[src/clock_ctrl_pkg.sv]
// Functional notes
// [RULE1] reset selects internal oscillator, select bit zero
// [RULE2] select bit one chooses external source
// [RULE3] status bit shows active external selection
// [RULE4] source changeover is glitch free
// [RULE5] software switches only to stable source
// [RULE6] eight-bit signed trim offset in bits 0-7; code adds the field to the capacitor preset as an unsigned value
// [RULE7] trim resets to 128, capacitor 432
// [RULE8] one trim step about 0.2 percent
// [RULE9] software waits for pll settling
// [RULE10] software keeps core clock within 80 MHz
// [RULE11] reset held 275000 or 128 cycles
// [RULE12] external bus tristated during reset
// [RULE13] first address 33 to 34 cycles
// [RULE14] stabilization delay on power-on and stop exit; code delays only with refSel set, which reset clears
// [RULE15] stop exit fetch within 275000 or 12
// [RULE16] edge request held 1.5 cycles
// [RULE17] stop wake request held two cycles
// [RULE18] wait wake vector no sooner than 13
// [RULE19] service access 15, output 16 cycles
// [RULE20] level request held until fetch
// [RULE21] fetch visible on pins only in mode 3
// [RULE22] select bit at pll control bit 2
// [RULE23] delays counted by 19-bit cycle counter
// [RULE24] trim write takes effect immediately
package clock_ctrl_pkg;
  localparam int unsigned ADDR_W         = 4;
  localparam int unsigned DATA_W         = 16;
  localparam logic [3:0]  ADDR_PLL_CTRL  = 4'h0;
  localparam logic [3:0]  ADDR_PLL_STAT  = 4'h1;
  localparam logic [3:0]  ADDR_OSC_TRIM  = 4'h2;
  localparam logic [3:0]  ADDR_MODE      = 4'h3;
  localparam logic [3:0]  ADDR_STATE     = 4'h4;
  localparam int unsigned REF_SEL_BIT    = 2;
  localparam int unsigned REF_STAT_BIT   = 2;
  localparam int unsigned FAST_WAKE_BIT  = 6;
  localparam int unsigned MODE_LO        = 0;
  localparam int unsigned MODE_HI        = 1;
  localparam logic [1:0]  MODE_VISIBLE   = 2'h3;
  localparam logic [7:0]  TRIM_RESET     = 8'h80;
  localparam logic [9:0]  CAP_PRESET     = 10'h130;
  localparam int unsigned CNT_W          = 19;
  localparam int unsigned LONG_DELAY     = 275000;
  localparam int unsigned SHORT_RESET    = 128;
  localparam int unsigned FAST_WAKE      = 12;
  localparam int unsigned ADDR_OUT_DELAY = 33;
  localparam int unsigned WAIT_VECTOR    = 13;
  localparam int unsigned DATA_ACCESS    = 15;
  localparam int unsigned GPIO_VALID     = 16;
  localparam int unsigned SYNC_STAGES    = 2;
  typedef enum logic [2:0] {
    ST_RESET, ST_BOOT, ST_RUN, ST_WAIT, ST_STOP, ST_WAKE, ST_SERVICE
  } pwr_state_type;
endpackage : clock_ctrl_pkg

[src/glitch_free_mux.sv]
`timescale 1ns/1ps
// glitch-free two-source changeover: each side's enable is released only
// after the other side has been turned off, each resynchronised
module glitch_free_mux
  import clock_ctrl_pkg::*;
(
  input  wire logic clk,
  input  wire logic srst,
  input  wire logic ce,
  input  wire logic selExt,
  input  wire logic refInt,
  input  wire logic refExt,
  output logic      enInt,
  output logic      enExt,
  output logic      refOut
);
  logic [SYNC_STAGES-1:0] syncInt;
  logic [SYNC_STAGES-1:0] syncExt;
  logic [SYNC_STAGES-1:0] next_syncInt;
  logic [SYNC_STAGES-1:0] next_syncExt;

  always_comb begin
    next_syncInt = {syncInt[0], ~selExt & ~syncExt[SYNC_STAGES-1]};
    next_syncExt = {syncExt[0], selExt & ~syncInt[SYNC_STAGES-1]};
  end

  always_ff @(posedge clk) begin
    if (srst) begin
      syncInt <= 2'h0;
      syncExt <= 2'h0;
    end else if (ce) begin
      syncInt <= next_syncInt;
      syncExt <= next_syncExt;
    end
  end

  assign enInt  = syncInt[SYNC_STAGES-1];
  assign enExt  = syncExt[SYNC_STAGES-1];
  assign refOut = (refInt & enInt) | (refExt & enExt); // RULE4
endmodule : glitch_free_mux

[src/clock_ctrl.sv]
// Strobed register access and the register offsets are this design's own decisions.
`timescale 1ns/1ps
module clock_ctrl
  import clock_ctrl_pkg::*;
(
  input  wire logic              clk,
  input  wire logic              srst,
  input  wire logic              ce,
  input  wire logic [ADDR_W-1:0] addr,
  input  wire logic [DATA_W-1:0] wdata,
  input  wire logic              wr,
  input  wire logic              rd,
  output logic      [DATA_W-1:0] rdata,
  input  wire logic              refIntClk,
  input  wire logic              refExtClk,
  input  wire logic              extIrqA_n,
  input  wire logic              extIrqB_n,
  input  wire logic              stopReq,
  input  wire logic              waitReq,
  input  wire logic              powerOnReset,
  output logic                   refClk,
  output logic                   relaxOscEn,
  output logic                   extOscEn,
  output logic      [9:0]        oscCapSetting,
  output logic                   busOe,
  output logic                   addrValid,
  output logic                   vectorValid,
  output logic                   fetchVisible,
  output logic                   dataAccessValid,
  output logic                   gpioValid
);
  ////////////////////////////////////////////////////////////////////////
  // pin synchronisers
  logic [1:0] irqASync;
  logic [1:0] irqBSync;
  logic       irqAPrev;
  logic       ext_irq_a;
  logic       ext_irq_b;
  logic       irqAFall;
  logic       irqAHeld;

  always_ff @(posedge clk) begin
    if (srst) begin
      irqASync <= 2'h3;
      irqBSync <= 2'h3;
      irqAPrev <= 1'b0;
    end else if (ce) begin
      irqASync <= {irqASync[0], extIrqA_n};
      irqBSync <= {irqBSync[0], extIrqB_n};
      irqAPrev <= ext_irq_a;
    end
  end

  assign ext_irq_a     = ~irqASync[1];
  assign ext_irq_b     = ~irqBSync[1];
  assign irqAFall = ext_irq_a & ~irqAPrev;
  assign irqAHeld = ext_irq_a & irqAPrev; // RULE17

  ////////////////////////////////////////////////////////////////////////
  // registers
  logic             refSel;
  logic [7:0]       trim;
  logic [DATA_W-1:0] modeWord;
  logic             extStable;
  logic             next_refSel;
  logic [7:0]       next_trim;
  logic [DATA_W-1:0] next_modeWord;
  logic [DATA_W-1:0] next_rdata;
  logic             enInt;
  logic             enExt;
  logic             refMux;
  pwr_state_type    state;
  pwr_state_type    next_state;
  logic [CNT_W-1:0] cnt;
  logic [CNT_W-1:0] next_cnt;
  logic             fastWake;

  assign fastWake = modeWord[FAST_WAKE_BIT];

  always_comb begin
    next_refSel   = refSel;
    next_trim     = trim;
    next_modeWord = modeWord;
    next_rdata    = '0;
    if (wr) begin
      case (addr)
        ADDR_PLL_CTRL: next_refSel = wdata[REF_SEL_BIT]; // RULE2 RULE22
        ADDR_OSC_TRIM: next_trim = wdata[7:0]; // RULE6
        ADDR_MODE:     next_modeWord = wdata;
        default:       ;
      endcase
    end
    if (rd) begin
      case (addr)
        ADDR_PLL_CTRL: next_rdata[REF_SEL_BIT] = refSel;
        ADDR_PLL_STAT: next_rdata[REF_STAT_BIT] = enExt; // RULE3
        ADDR_OSC_TRIM: next_rdata[7:0] = trim;
        ADDR_MODE:     next_rdata = modeWord;
        ADDR_STATE:    next_rdata[2:0] = state;
        default:       next_rdata = '0;
      endcase
    end
  end

  always_ff @(posedge clk) begin
    if (srst) begin
      refSel   <= 1'b0; // RULE1
      trim     <= TRIM_RESET; // RULE7
      modeWord <= '0;
      rdata    <= '0;
    end else if (ce) begin
      refSel   <= next_refSel;
      trim     <= next_trim;
      modeWord <= next_modeWord;
      rdata    <= next_rdata;
    end
  end

  glitch_free_mux u_mux (
    .clk    (clk),
    .srst   (srst),
    .ce     (ce),
    .selExt (refSel),
    .refInt (refIntClk),
    .refExt (refExtClk),
    .enInt  (enInt),
    .enExt  (enExt),
    .refOut (refMux)
  );

  ////////////////////////////////////////////////////////////////////////
  // reset, stop and wake sequencer
  logic       next_busOe;
  logic       next_addrValid;
  logic       next_vectorValid;
  logic       next_fetchVisible;
  logic       next_dataAccessValid;
  logic       next_gpioValid;
  logic       needStab;
  logic       next_needStab;

  always_comb begin
    next_state           = state;
    next_cnt             = cnt + 1'b1; // RULE23
    next_needStab        = needStab;
    next_busOe           = busOe;
    next_addrValid       = addrValid;
    next_vectorValid     = 1'b0;
    next_fetchVisible    = 1'b0;
    next_dataAccessValid = 1'b0;
    next_gpioValid       = 1'b0;
    case (state)
      ST_RESET: begin
        next_state = ST_BOOT;
        next_cnt   = '0;
      end
      ST_BOOT: begin
        // stabilization on power-on with external reference
        if (cnt == CNT_W'(ADDR_OUT_DELAY - 1) && !(needStab && refSel)) begin // RULE13 RULE14
          next_state     = ST_RUN;
          next_busOe     = 1'b1;
          next_addrValid = 1'b1;
          next_needStab  = 1'b0;
        end else if (cnt == CNT_W'(LONG_DELAY - 1)) begin
          next_needStab = 1'b0;
          next_cnt      = '0;
        end
      end
      ST_RUN: begin
        next_cnt = '0;
        if (stopReq)      next_state = ST_STOP;
        else if (waitReq) next_state = ST_WAIT;
        else if (ext_irq_a || ext_irq_b) next_state = ST_SERVICE;
      end
      ST_WAIT: begin
        if (irqAFall) begin
          next_state = ST_WAKE;
          next_cnt   = '0;
        end
      end
      ST_STOP: begin
        next_cnt = '0;
        if (irqAHeld) begin // RULE17 RULE20
          next_state = ST_WAKE;
          next_needStab = refSel; // RULE14
        end
      end
      ST_WAKE: begin
        if (needStab) begin
          if (cnt == CNT_W'((fastWake ? FAST_WAKE : LONG_DELAY) - 1)) begin // RULE15
            next_state        = ST_SERVICE;
            next_needStab     = 1'b0;
            next_vectorValid  = 1'b1;
            next_fetchVisible = (modeWord[MODE_HI:MODE_LO] == MODE_VISIBLE); // RULE21
            next_cnt          = '0;
          end
        end else if (cnt == CNT_W'(WAIT_VECTOR - 1) || fastWake && cnt == CNT_W'(FAST_WAKE - 1)
                     && WAIT_VECTOR <= FAST_WAKE) begin // RULE18
          next_state        = ST_SERVICE;
          next_vectorValid  = 1'b1;
          next_fetchVisible = (modeWord[MODE_HI:MODE_LO] == MODE_VISIBLE); // RULE21
          next_cnt          = '0;
        end
      end
      ST_SERVICE: begin
        if (cnt == CNT_W'(DATA_ACCESS - 1)) next_dataAccessValid = 1'b1; // RULE19
        if (cnt == CNT_W'(GPIO_VALID - 1)) begin
          next_gpioValid = 1'b1; // RULE19
          next_state     = ST_RUN;
        end
      end
      default: next_state = ST_RESET;
    endcase
  end

  always_ff @(posedge clk) begin
    if (srst) begin
      state           <= ST_RESET;
      cnt             <= '0;
      busOe           <= 1'b0; // RULE12
      addrValid       <= 1'b0;
      vectorValid     <= 1'b0;
      fetchVisible    <= 1'b0;
      dataAccessValid <= 1'b0;
      gpioValid       <= 1'b0;
    end else if (ce) begin
      state           <= next_state;
      cnt             <= next_cnt;
      busOe           <= next_busOe;
      addrValid       <= next_addrValid;
      vectorValid     <= next_vectorValid;
      fetchVisible    <= next_fetchVisible;
      dataAccessValid <= next_dataAccessValid;
      gpioValid       <= next_gpioValid;
    end
  end

  // power-on request is a same-domain strap caught while in reset
  always_ff @(posedge clk) begin
    if (srst) needStab <= powerOnReset; // RULE14
    else if (ce) needStab <= next_needStab;
  end

  ////////////////////////////////////////////////////////////////////////
  // clock and oscillator outputs
  // capacitor setting is the preset plus the raw trim field
  always_ff @(posedge clk) begin
    if (srst) begin
      refClk        <= 1'b0;
      relaxOscEn    <= 1'b1; // RULE1
      extOscEn      <= 1'b0;
      oscCapSetting <= CAP_PRESET + 10'(TRIM_RESET); // RULE7
    end else if (ce) begin
      refClk        <= refMux;
      relaxOscEn    <= ~refSel | enInt;
      extOscEn      <= 1'b1;
      oscCapSetting <= CAP_PRESET + 10'(next_trim); // RULE6 RULE8 RULE24
    end
  end
endmodule : clock_ctrl

[config.mk]
export PLATFORM = sky130hd
export DESIGN_NAME = clock_ctrl
export DESIGN_NICKNAME = d
export VERILOG_FILES = /design/src/clock_ctrl_pkg.sv /design/src/glitch_free_mux.sv /design/src/clock_ctrl.sv
export SDC_FILE = /design/constraint.sdc
export NUM_CORES = 1
export LEC_CHECK = 0
export ABC_CLOCK_PERIOD_IN_PS = 2600
export BUFFER_PORTS_ARGS = -buffer_cell sky130_fd_sc_hd__buf_2
export CAP_MARGIN = 20
export CORE_MARGIN = 2
export CORE_UTILIZATION = 55
export DETAILED_ROUTE_END_ITERATION = 12
export MAX_ROUTING_LAYER = met4
export PLACE_DENSITY = 0.78
export REMOVE_ABC_BUFFERS = 1
export SYNTH_ARGS = -nofsm -noshare
export SYNTH_HDL_FRONTEND = slang
export SYNTH_SLANG_ARGS = --single-unit
[constraint.sdc]
create_clock -name clk -period 2.6 [get_ports clk]
set_input_delay 0.26 -clock clk [delete_from_list [all_inputs] [get_ports clk]]
set_output_delay 0.26 -clock clk [all_outputs]
set_load 0.02 [all_outputs]
# == Word level (Yosys, flattened, before mapping) ==
# Index checks and enable logic that the tools add are counted.
# classes
addsub,3
mul,0
div,0
order_cmp,0
n_eq_ne,26
shifts,0
muxes,46
bitwise,14
reduce_logical,14
# op_table
op,count
two-way mux 19 bit,7
one-hot mux 19 bit (4 select lines),1
"equality test 19 x 4 -> 1 bit, second input constant",3
two-way mux 3 bit,10
two-way mux 8 bit,3
one-hot mux 3 bit (7 select lines),1
"adder 19 x 1 -> 19 bit, second input constant",1
equality test 19 bit,1
"equality test 19 bit, second input constant",1
"equality test 19 x 6 -> 1 bit, second input constant",1
two-way mux 1 bit,19
"subtractor 19 x 1 -> 19 bit, second input constant",1
two-way mux 16 bit,1
"adder 9 x 8 -> 10 bit, first input constant",1
one-hot mux 5 bit (2 select lines),1
"equality test 3 bit, second input constant",3
"inequality test 3 bit, second input constant",3
AND reduction 3 bit,3
"equality test 4 x 2 -> 1 bit, second input constant",2
"inequality test 2 bit, second input constant",4
"inequality test 4 bit, second input constant",2
AND reduction 8 bit,1
bitwise AND 1 bit,6
"equality test 3 x 2 -> 1 bit, second input constant",2
other kinds (18),25
# totals
ff_bits,91
latch_bits,0
mem_bits_rw,0
mem_bits_ro,0
word_cells,124
memories,0

# == Depth between registers and ports, before layout ==
# Gate-level depths: netlist (run 1).
# logic_depth
depth_word,8
ltp_mapped,8
mapped_depth_nobuf,7

# == Modules after synthesis ==
# A second synthesis (run 1) with hierarchy kept.
# hier_totals
cells_unflattened,480
area_unflattened_um2,4167.7
# modules_own_cells
module,n_inst,cells_per_inst,area_each_um2
clock_ctrl,1,465,4008.8
glitch_free_mux,1,15,158.9

# == Least setup slack after synthesis (run 1) ==
# OpenSTA, ideal clock, no wires.
# synth_path
kind,reg2reg
startpoint,register cnt[16]
endpoint,register cnt[16]
setup_ps,132
t_arrival_ps,1963
required_ps,2468
slack_ps,505
stages_incl_launch_ff,7
path_buffers,1
synth_period_minus_slack_ps,2095
path_cell_list,dfxtp_1 > or4_4 > nor4_1 > o211ai_1 > a211oi_4 > buf_6 > nor3_1
# synth_via
elab_chain_len,4
word_cells_on_any_way,13
# synth_rtl
item,line,text
from (decl),clock_ctrl.sv:74,logic [CNT_W-1:0] cnt;
from (signal assigned),clock_ctrl.sv:228,cnt <= next_cnt;
"adder 19 x 1 -> 19 bit, or another cell as far along",clock_ctrl.sv:144,next_cnt = cnt + 1'b1;
"two-way mux 19 bit, or another cell as far along",clock_ctrl.sv:197,end else if (cnt == CNT_W'(WAIT_VECTOR - 1) || fastWake && cnt == CNT_W'(FAST_WAKE - 1)
two-way mux 19 bit (on tied branches),"clock_ctrl.sv:189, clock_ctrl.sv:159",
one-hot mux 19 bit (4 select lines) *,clock_ctrl.sv:152,case (state)
# Mark *: on every way between the ends. The rest lies on a longest branch, timed or not.
# A chain may end at the register's enable or synchronous reset.

# == Worst setup path in the final report (run 1) ==
# layout_path
startpoint,register cnt[16]
endpoint,register cnt[3]
# layout_via
elab_chain_len,4
word_cells_on_any_way,11
# layout_rtl
item,line
"equality test 19 x 4 -> 1 bit, or another cell as far along",clock_ctrl.sv:197
"two-way mux 19 bit, or another cell as far along",clock_ctrl.sv:197
two-way mux 19 bit (on tied branches),"clock_ctrl.sv:189, clock_ctrl.sv:159"
one-hot mux 19 bit (4 select lines) *,clock_ctrl.sv:152
# Marked as above.

==> results of run 1 <==
-- flip-flops by register name, indices dropped and copies added, names as in the netlist, 2 cells and up --
register and cells:
modeWord 16, state 3, irqASync 2, cnt 19, u_mux.syncExt 2, rdata 16
trim 8, irqBSync 2, u_mux.syncInt 2, oscCapSetting 6
-- worst min path at each step --
stage | start | endpoint | slack [ns]
final | extIrqB_n | irqBSync[0] | 0.11
after global routing | wdata[10] | modeWord[10] | 0.12
after CTS | extIrqB_n | irqBSync[0] | 0.11
after detailed placement | modeWord[10] | modeWord[10] | 0.45
after global placement | modeWord[7] | modeWord[7] | 0.44
after floorplan | srst | dataAccessValid | 0.33
-- worst max-delay path: stages (launching register included) --
cell      delay, ns
dfxtp_1        0.35
or4_4          0.56
nor4_1         0.39
o211ai_1       0.26
a211oi_4       0.24
buf_4          0.25
nor3_1         0.08
-- layer usage --
layer	vias to the layer above	global-route usage	share of wire
met5	-	-	0
met4	0	0.0718	0.012
met3	14	0.0679	0.079
met2	163	0.427	0.49
met1	1777	0.324	0.42
li1	1829	-	-
-- logic make-up after synthesis --
group / after synthesis / synth area share
flops: 87 / 0.430
mux: 22 / 0.0590
simple gates: 207 / 0.248
compound gates: 102 / 0.167
fa+ha+maj: 4 / 0.0123
xor+xnor: 14 / 0.0301
buf+inv: 50 / 0.0531
-- synth_stat cells (all sizes together) (3+ instances only) --
library cell and count:
a211oi 6, a21oi 37, a22oi 15, a31oi 4
and3 5, and4 7, buf 12, clkbuf 27
dfxtp 86, ha 4, inv 11, mux2 6
mux2i 15, nand2 70, nand3 15, nand3b 4
nand4 10, nor2 42, nor2b 6, nor3 25
nor4 8, o211ai 5, o21ai 12, o31a 3
or4 3, xnor2 7, xor2 7
-- stage by stage --
step | area (um2) | setup slack (ns) | utilization | total power, mW | std cells
after floorplan | 3900 | 0.318 | - | 1.55 | 447
after detailed placement | 4400 | 0.377 | 0.610 | 1.66 | 618
after CTS | 4600 | 0.341 | 0.638 | 2.62 | 634
final | 4600 | 0.321 | 0.638 | 2.62 | 634
after global routing | 4600 | 0.176 | 0.638 | 2.72 | 634
after global placement | 4400 | 0.420 | 0.610 | 1.66 | 618
-- final cells by class --
cell class,count,area [um2],area share
well taps,99,124,0.0269
flip-flops and latches,87,1750,0.381
inverters,11,41.3,0.00897
repair buffers,72,375,0.0815
clock buffers,11,141,0.0307
multi-input cells,349,2110,0.457
clock inverters,5,63.8,0.0139
-- power by group --
group / total [mW] / switching, mW / leakage, nW / internal [mW]
Combinational: 0.248 / 0.157 / 0.953 / 0.0907
Sequential: 1.39 / 0.0273 / 0.707 / 1.36
Clock: 0.979 / 0.499 / 0.101 / 0.480
==> metrics.yaml, run 1 <==
outcome: "finished, final reports clean"
io_buffer_count: 66
maxSlewHeadroom: 0.543
overflow: 0
synth-main-ff-cell: "dfxtp_1"
netlist_instances: 486
period_minus_slack_ns: 2.28
avgSynthCellArea_um2: 8.38
peakVddDrop_mv: 0.358
num-nets-final: 566
mostFrequentLayoutCell: "dfxtp_1"
first_pass_iters: 5
track_usage: 0.262
via_per_inst: 5.97
post-route-period-util: 0.876
finalSetupViolCount: 0
min_path_cells: 3
routed_wirelength_um: 9990
maxCapViolCount: 0
yosysTopAreaCell: "dfxtp_1"
reg2reg_from: "cnt[16]"
ys_types: 57
synth-edff-count: 1
dieHeight_um: 90.1
drtAntennaViolNets: 0
final_layout_size_suffix_gt1_frac: 0.183
critical_path.endpoint: "cnt[3]"
path_clk_slew_ns: 0.09
synthTopCellsByArea: "dfxtp_1, nand2_1, a21oi_1"
r2r_cells: 6
crit_fanout: 17
critPathLaunchType: "register"
power_density_mw_per_mm2: 568
hold_buffers: 0
clockRootBuffer: "clkbuf_8"
yosysTopAreaCellShare: 0.423
core_mm2: 0.00721
cts_repair_resize_count: 0
grt_start_max_net_pins: 36
start_util: 0.565
rsz0062_at_grt: "false"
clk_latency_ns: 0.36
num_antenna_cells: 0
criticalPathCategory: "register to register"
hold_violations: 0
yosysSeqAreaShare: 0.430
cp-end-kind: "register"
place.gp.congestion: 0.892
dieArea_mm2: 0.00811
nFillCells: 643
cts_tree: "yes"
max_freq_mhz: 439
netlist_area_mm2: 0.00407
vias: 3783
routedWlPerCell_um: 15.8
antenna_found_initial: 0
dr.first_iter.drc_count: 261
io_pins: 67
cp.required_ns: 2.82
drv_slew: 0
die-width_um: 90.1
cts.sinks: 87
cts.path.max_buffers: 2
layout_common_cells: "dfxtp_1, nand2_1, buf_2"
cts_made_buffers: 9
tns_ns: 0
drc: 0
async_reset_ff_frac: 0
hold_ws_ns: 0.114
leakagePower_nw: 1.76
min_path_type: "primary input to register"
grt_pass1_wl_um: 17200
r2r-end: "cnt[3]"
rows: 31
finClkSkew_ns: 0.00830
syn_to_final_growth_pct: 13.0
reg2reg_slack_ns: 0.32
cts.htree.levels: 3
yosys_warnings: 0
dpl.hpwl_um: 6990
synth-seq-cells: 87
worst_ep_arrival_time_ns: 2.50
worst_pin_slew_ns: 0.684
grt_pass1_vias: 3628
crit_start: "cnt[16]"
post_cts_buffers: 0
Power figures use the tool's default switching activity.
==> run 2, diff against run 1 <==
Settings changed: ABC_AREA from default to 1, BUFFER_PORTS_ARGS -buffer_cell sky130_fd_sc_hd__buf_2 to -buffer_cell sky130_fd_sc_hd__buf_4, CORE_MARGIN 2 to default.
==> run 2 against run 1 <==
Effect of this change: sequential share of layout area decreased by 2.6 points; global-route usage increased by 1.6 points; first-iteration DRC count decreased by 28%; area after synthesis increased by 3.6%; hold slack got worse by 0.0057 ns; register-to-register slack improved by 0.46 ns; combinational power increased by 88%; critical path type unchanged; highest routed layer unchanged.
==> metrics.yaml, run 2 <==
placed_cells: 744  # was 618
ys_types: 40  # was 57
cp-end-kind: "register"  # unchanged
cp_common_cell: "nor2_2"
num-nets-final: 692  # was 566
min_path_cells: 3  # unchanged
p_sw_mw: 0.865  # was 0.684 mW
cts_repair_resize_count: 0  # unchanged
io_buffer_count: 66  # unchanged
min_path_type: "primary input to register"  # unchanged
power_mw: 2.82  # was 2.62 mW
cp_num_buf_inv: 1  # unchanged
crit_cells: 9  # was 6
dr.first_iter.drc_count: 189  # was 261
switching_share: 0.306  # was 0.262
grt_pass1_vias: 3704  # was 3628
reg2reg_slack_ns: 0.78  # was 0.32 ns
period_minus_slack_ns: 1.82  # was 2.28 ns
grt_start_max_net_pins: 38  # was 36
seqPwrFrac: 0.510  # was 0.531
peakVddDrop_mv: 0.337  # was 0.358 mV
critPathLaunchType: "register"  # unchanged
layout_common_cells: "nand2_1, dfxtp_1, inv_1"  # was dfxtp_1, nand2_1, buf_2
routedWlPerCell_um: 13.4  # was 15.8 um
cts.sinks: 87  # unchanged
top_register: "cnt"  # unchanged
crit_slowest_cell: "dfxtp_1"  # was or4_4
max_freq_mhz: 549  # was 439 MHz
finalSetupViolCount: 0  # unchanged
netlist_area_mm2: 0.00422  # was 0.00407 mm2
io_pins: 67  # unchanged
netlist_instances: 600  # was 486
final_layout_size_suffix_gt1_frac: 0.180  # was 0.183
crit_fanout: 5  # was 17
nFillCells: 665  # was 643
place.gp.congestion: 0.933  # was 0.892
dieHeight_um: 89.6  # was 90.1 um
yosysTopAreaCell: "dfxtp_1"  # unchanged
synthTopCellsByArea: "dfxtp_1, nand2_1, inv_1"  # was dfxtp_1, nand2_1, a21oi_1
drtAntennaViolNets: 0  # unchanged
overflow: 0  # unchanged
criticalPathCategory: "register to register"  # unchanged
die-width_um: 89.6  # was 90.1 um
largest_reg_flops: 19  # unchanged
cts_tree: "yes"  # unchanged
yosysSeqAreaShare: 0.415  # was 0.430
power_density_mw_per_mm2: 572  # was 568 mW/mm2
top_regs: "cnt (19), modeWord (16), rdata (16)"  # unchanged
async_reset_ff_frac: 0  # unchanged
hold_buffers: 0  # unchanged
track_usage: 0.279  # was 0.262
dpl.hpwl_um: 7140  # was 6990 um
cts_made_buffers: 9  # unchanged
critical_path.top_delay_family: "simple AND/OR/NAND/NOR gates"  # unchanged
leakagePower_nw: 2.10  # was 1.76 nW
worst_ep_arrival_time_ns: 2.08  # was 2.50 ns
core_mm2: 0.00733  # was 0.00721 mm2
start_util: 0.576  # was 0.565
path_cells: "ha_1, inv_1, nor2_4, nand3_2, nor2_1, nand2_1, nor2_2, xor2_1, nor2_2"  # was or4_4, nor4_1, o211ai_1, a211oi_4, buf_4, nor3_1
yosys-top-cells-count: "nand2_1, dfxtp_1, inv_1"  # was dfxtp_1, nand2_1, nor2_1
drc: 0  # unchanged
post_cts_buffers: 0  # unchanged
antenna_found_initial: 0  # unchanged
synth-edff-count: 1  # unchanged
hold_violations: 0  # unchanged
power_frac_clock: 0.325  # was 0.374
grt_pass1_wl_um: 16700  # was 17200 um
yosysTopAreaCellShare: 0.408  # was 0.423
critical_path.max_stage_delay_ns: 0.41  # was 0.56 ns
clockRootBuffer: "clkbuf_8"  # unchanged
cp.required_ns: 2.85  # was 2.82 ns
via_per_inst: 5.26  # was 5.97
maxCapViolCount: 0  # unchanged
maxSlewHeadroom: 0.379  # was 0.543
drv_slew: 0  # unchanged
worst_pin_slew_ns: 0.930  # was 0.684 ns
vias: 4000  # was 3783
rows: 31  # unchanged
synth-main-ff-cell: "dfxtp_1"  # unchanged
fin_util: 0.673  # was 0.638
tns_ns: 0  # unchanged
power_frac_comb: 0.165  # was 0.095
routed_wirelength_um: 10200  # was 9990 um
avgSynthCellArea_um2: 7.04  # was 8.38 um2
hold_ws_ns: 0.108  # was 0.114 ns
synth-seq-cells: 87  # unchanged
first_pass_iters: 5  # unchanged
num_antenna_cells: 0  # unchanged
mostFrequentLayoutCell: "nand2_1"  # was dfxtp_1
dieArea_mm2: 0.00803  # was 0.00811 mm2
stdcell_count: 760  # was 634
synth.most_common_cell: "nand2_1"  # was dfxtp_1
r2r_cells: 9  # was 6
syn_to_final_growth_pct: 16.9  # was 13.0%
path_clk_slew_ns: 0.09  # about the same
outcome: "finished, final reports clean"  # unchanged
cts.htree.levels: 3  # unchanged
finClkSkew_ns: 0.0103  # was 0.00830 ns
yosys_warnings: 0  # unchanged
clk_latency_ns: 0.36  # about the same
post-route-period-util: 0.700  # was 0.876
rsz0062_at_grt: "false"  # unchanged
intPower_mw: 1.96  # was 1.93 mW
cts.path.max_buffers: 2  # unchanged
[run 2: cell count changes in the layout (fill, tap and decap cells not counted), sizes merged, moves of 11 or more]
cell   change
nor2      +38
a21oi     +15
inv       +69
o21ai     +33
nand2     +59
nor3      -11
a22oi     -15
mux2i     -15
nand3     +22
[run 2: cell families after synthesis]
kind of cell,Yosys count,share of synthesized area
adder cells (fa/ha/maj),4,0.0119
AO/OA/AOI/OAI,113,0.147
flip-flops,87,0.415
AND/OR/NAND/NOR,272,0.288
buffers and inverters,110,0.108
XOR/XNOR,14,0.0290
[run 2: worst paths after layout]
path,startpoint,to
setup / recovery,cnt[1],cnt[16]
hold reg to reg,modeWord[13],modeWord[13]
hold / removal,extIrqB_n,irqBSync[0]
setup reg to reg,cnt[1],cnt[16]
[run 2: layout make-up]
cell class              count  area [um2]  share of cell area
inverters                  82         308              0.0624
repair buffers             73         548               0.111
well taps                  99         124              0.0251
multi-input cells         403        2010               0.408
clock inverters             5        40.0             0.00811
clock buffers              11         151              0.0307
flip-flops and latches     87        1750               0.355
[run 2: routing by layer]
metal	GRT usage	wire length, um	vias to the layer above
met2	0.438	4830	119
met3	0.0457	497	19
li1	-	-	2036
met5	-	0	-
met1	0.363	4670	1826
met4	0.0996	187	0
[run 2: power groups by stage]
stage	clock (mW)	combinational (mW)	sequential (mW)
global route	0.981	0.526	1.45
finish	0.918	0.466	1.44
CTS	0.928	0.462	1.44
detailed placement	0	0.456	1.47
floorplan	0	0.297	1.47
global placement	0	0.451	1.47
[run 2: worst register-to-register path: cells and delay by family, from the launching register on]
kind | cells | cell delay, ns
buf+inv | 1 | 0.09
simple gates | 6 | 0.80
flops | 1 | 0.41
fa+ha+maj | 1 | 0.22
xor+xnor | 1 | 0.19
[run 2: metrics by stage]
| stage | setup WS [ns] | cell area [um2] |
|---|---|---|
| floorplan | 1.02 | 4070 |
| global placement | 0.802 | 4740 |
| detailed placement | 0.668 | 4740 |
| CTS | 0.776 | 4930 |
| global route | 0.577 | 4930 |
| finish | 0.780 | 4930 |
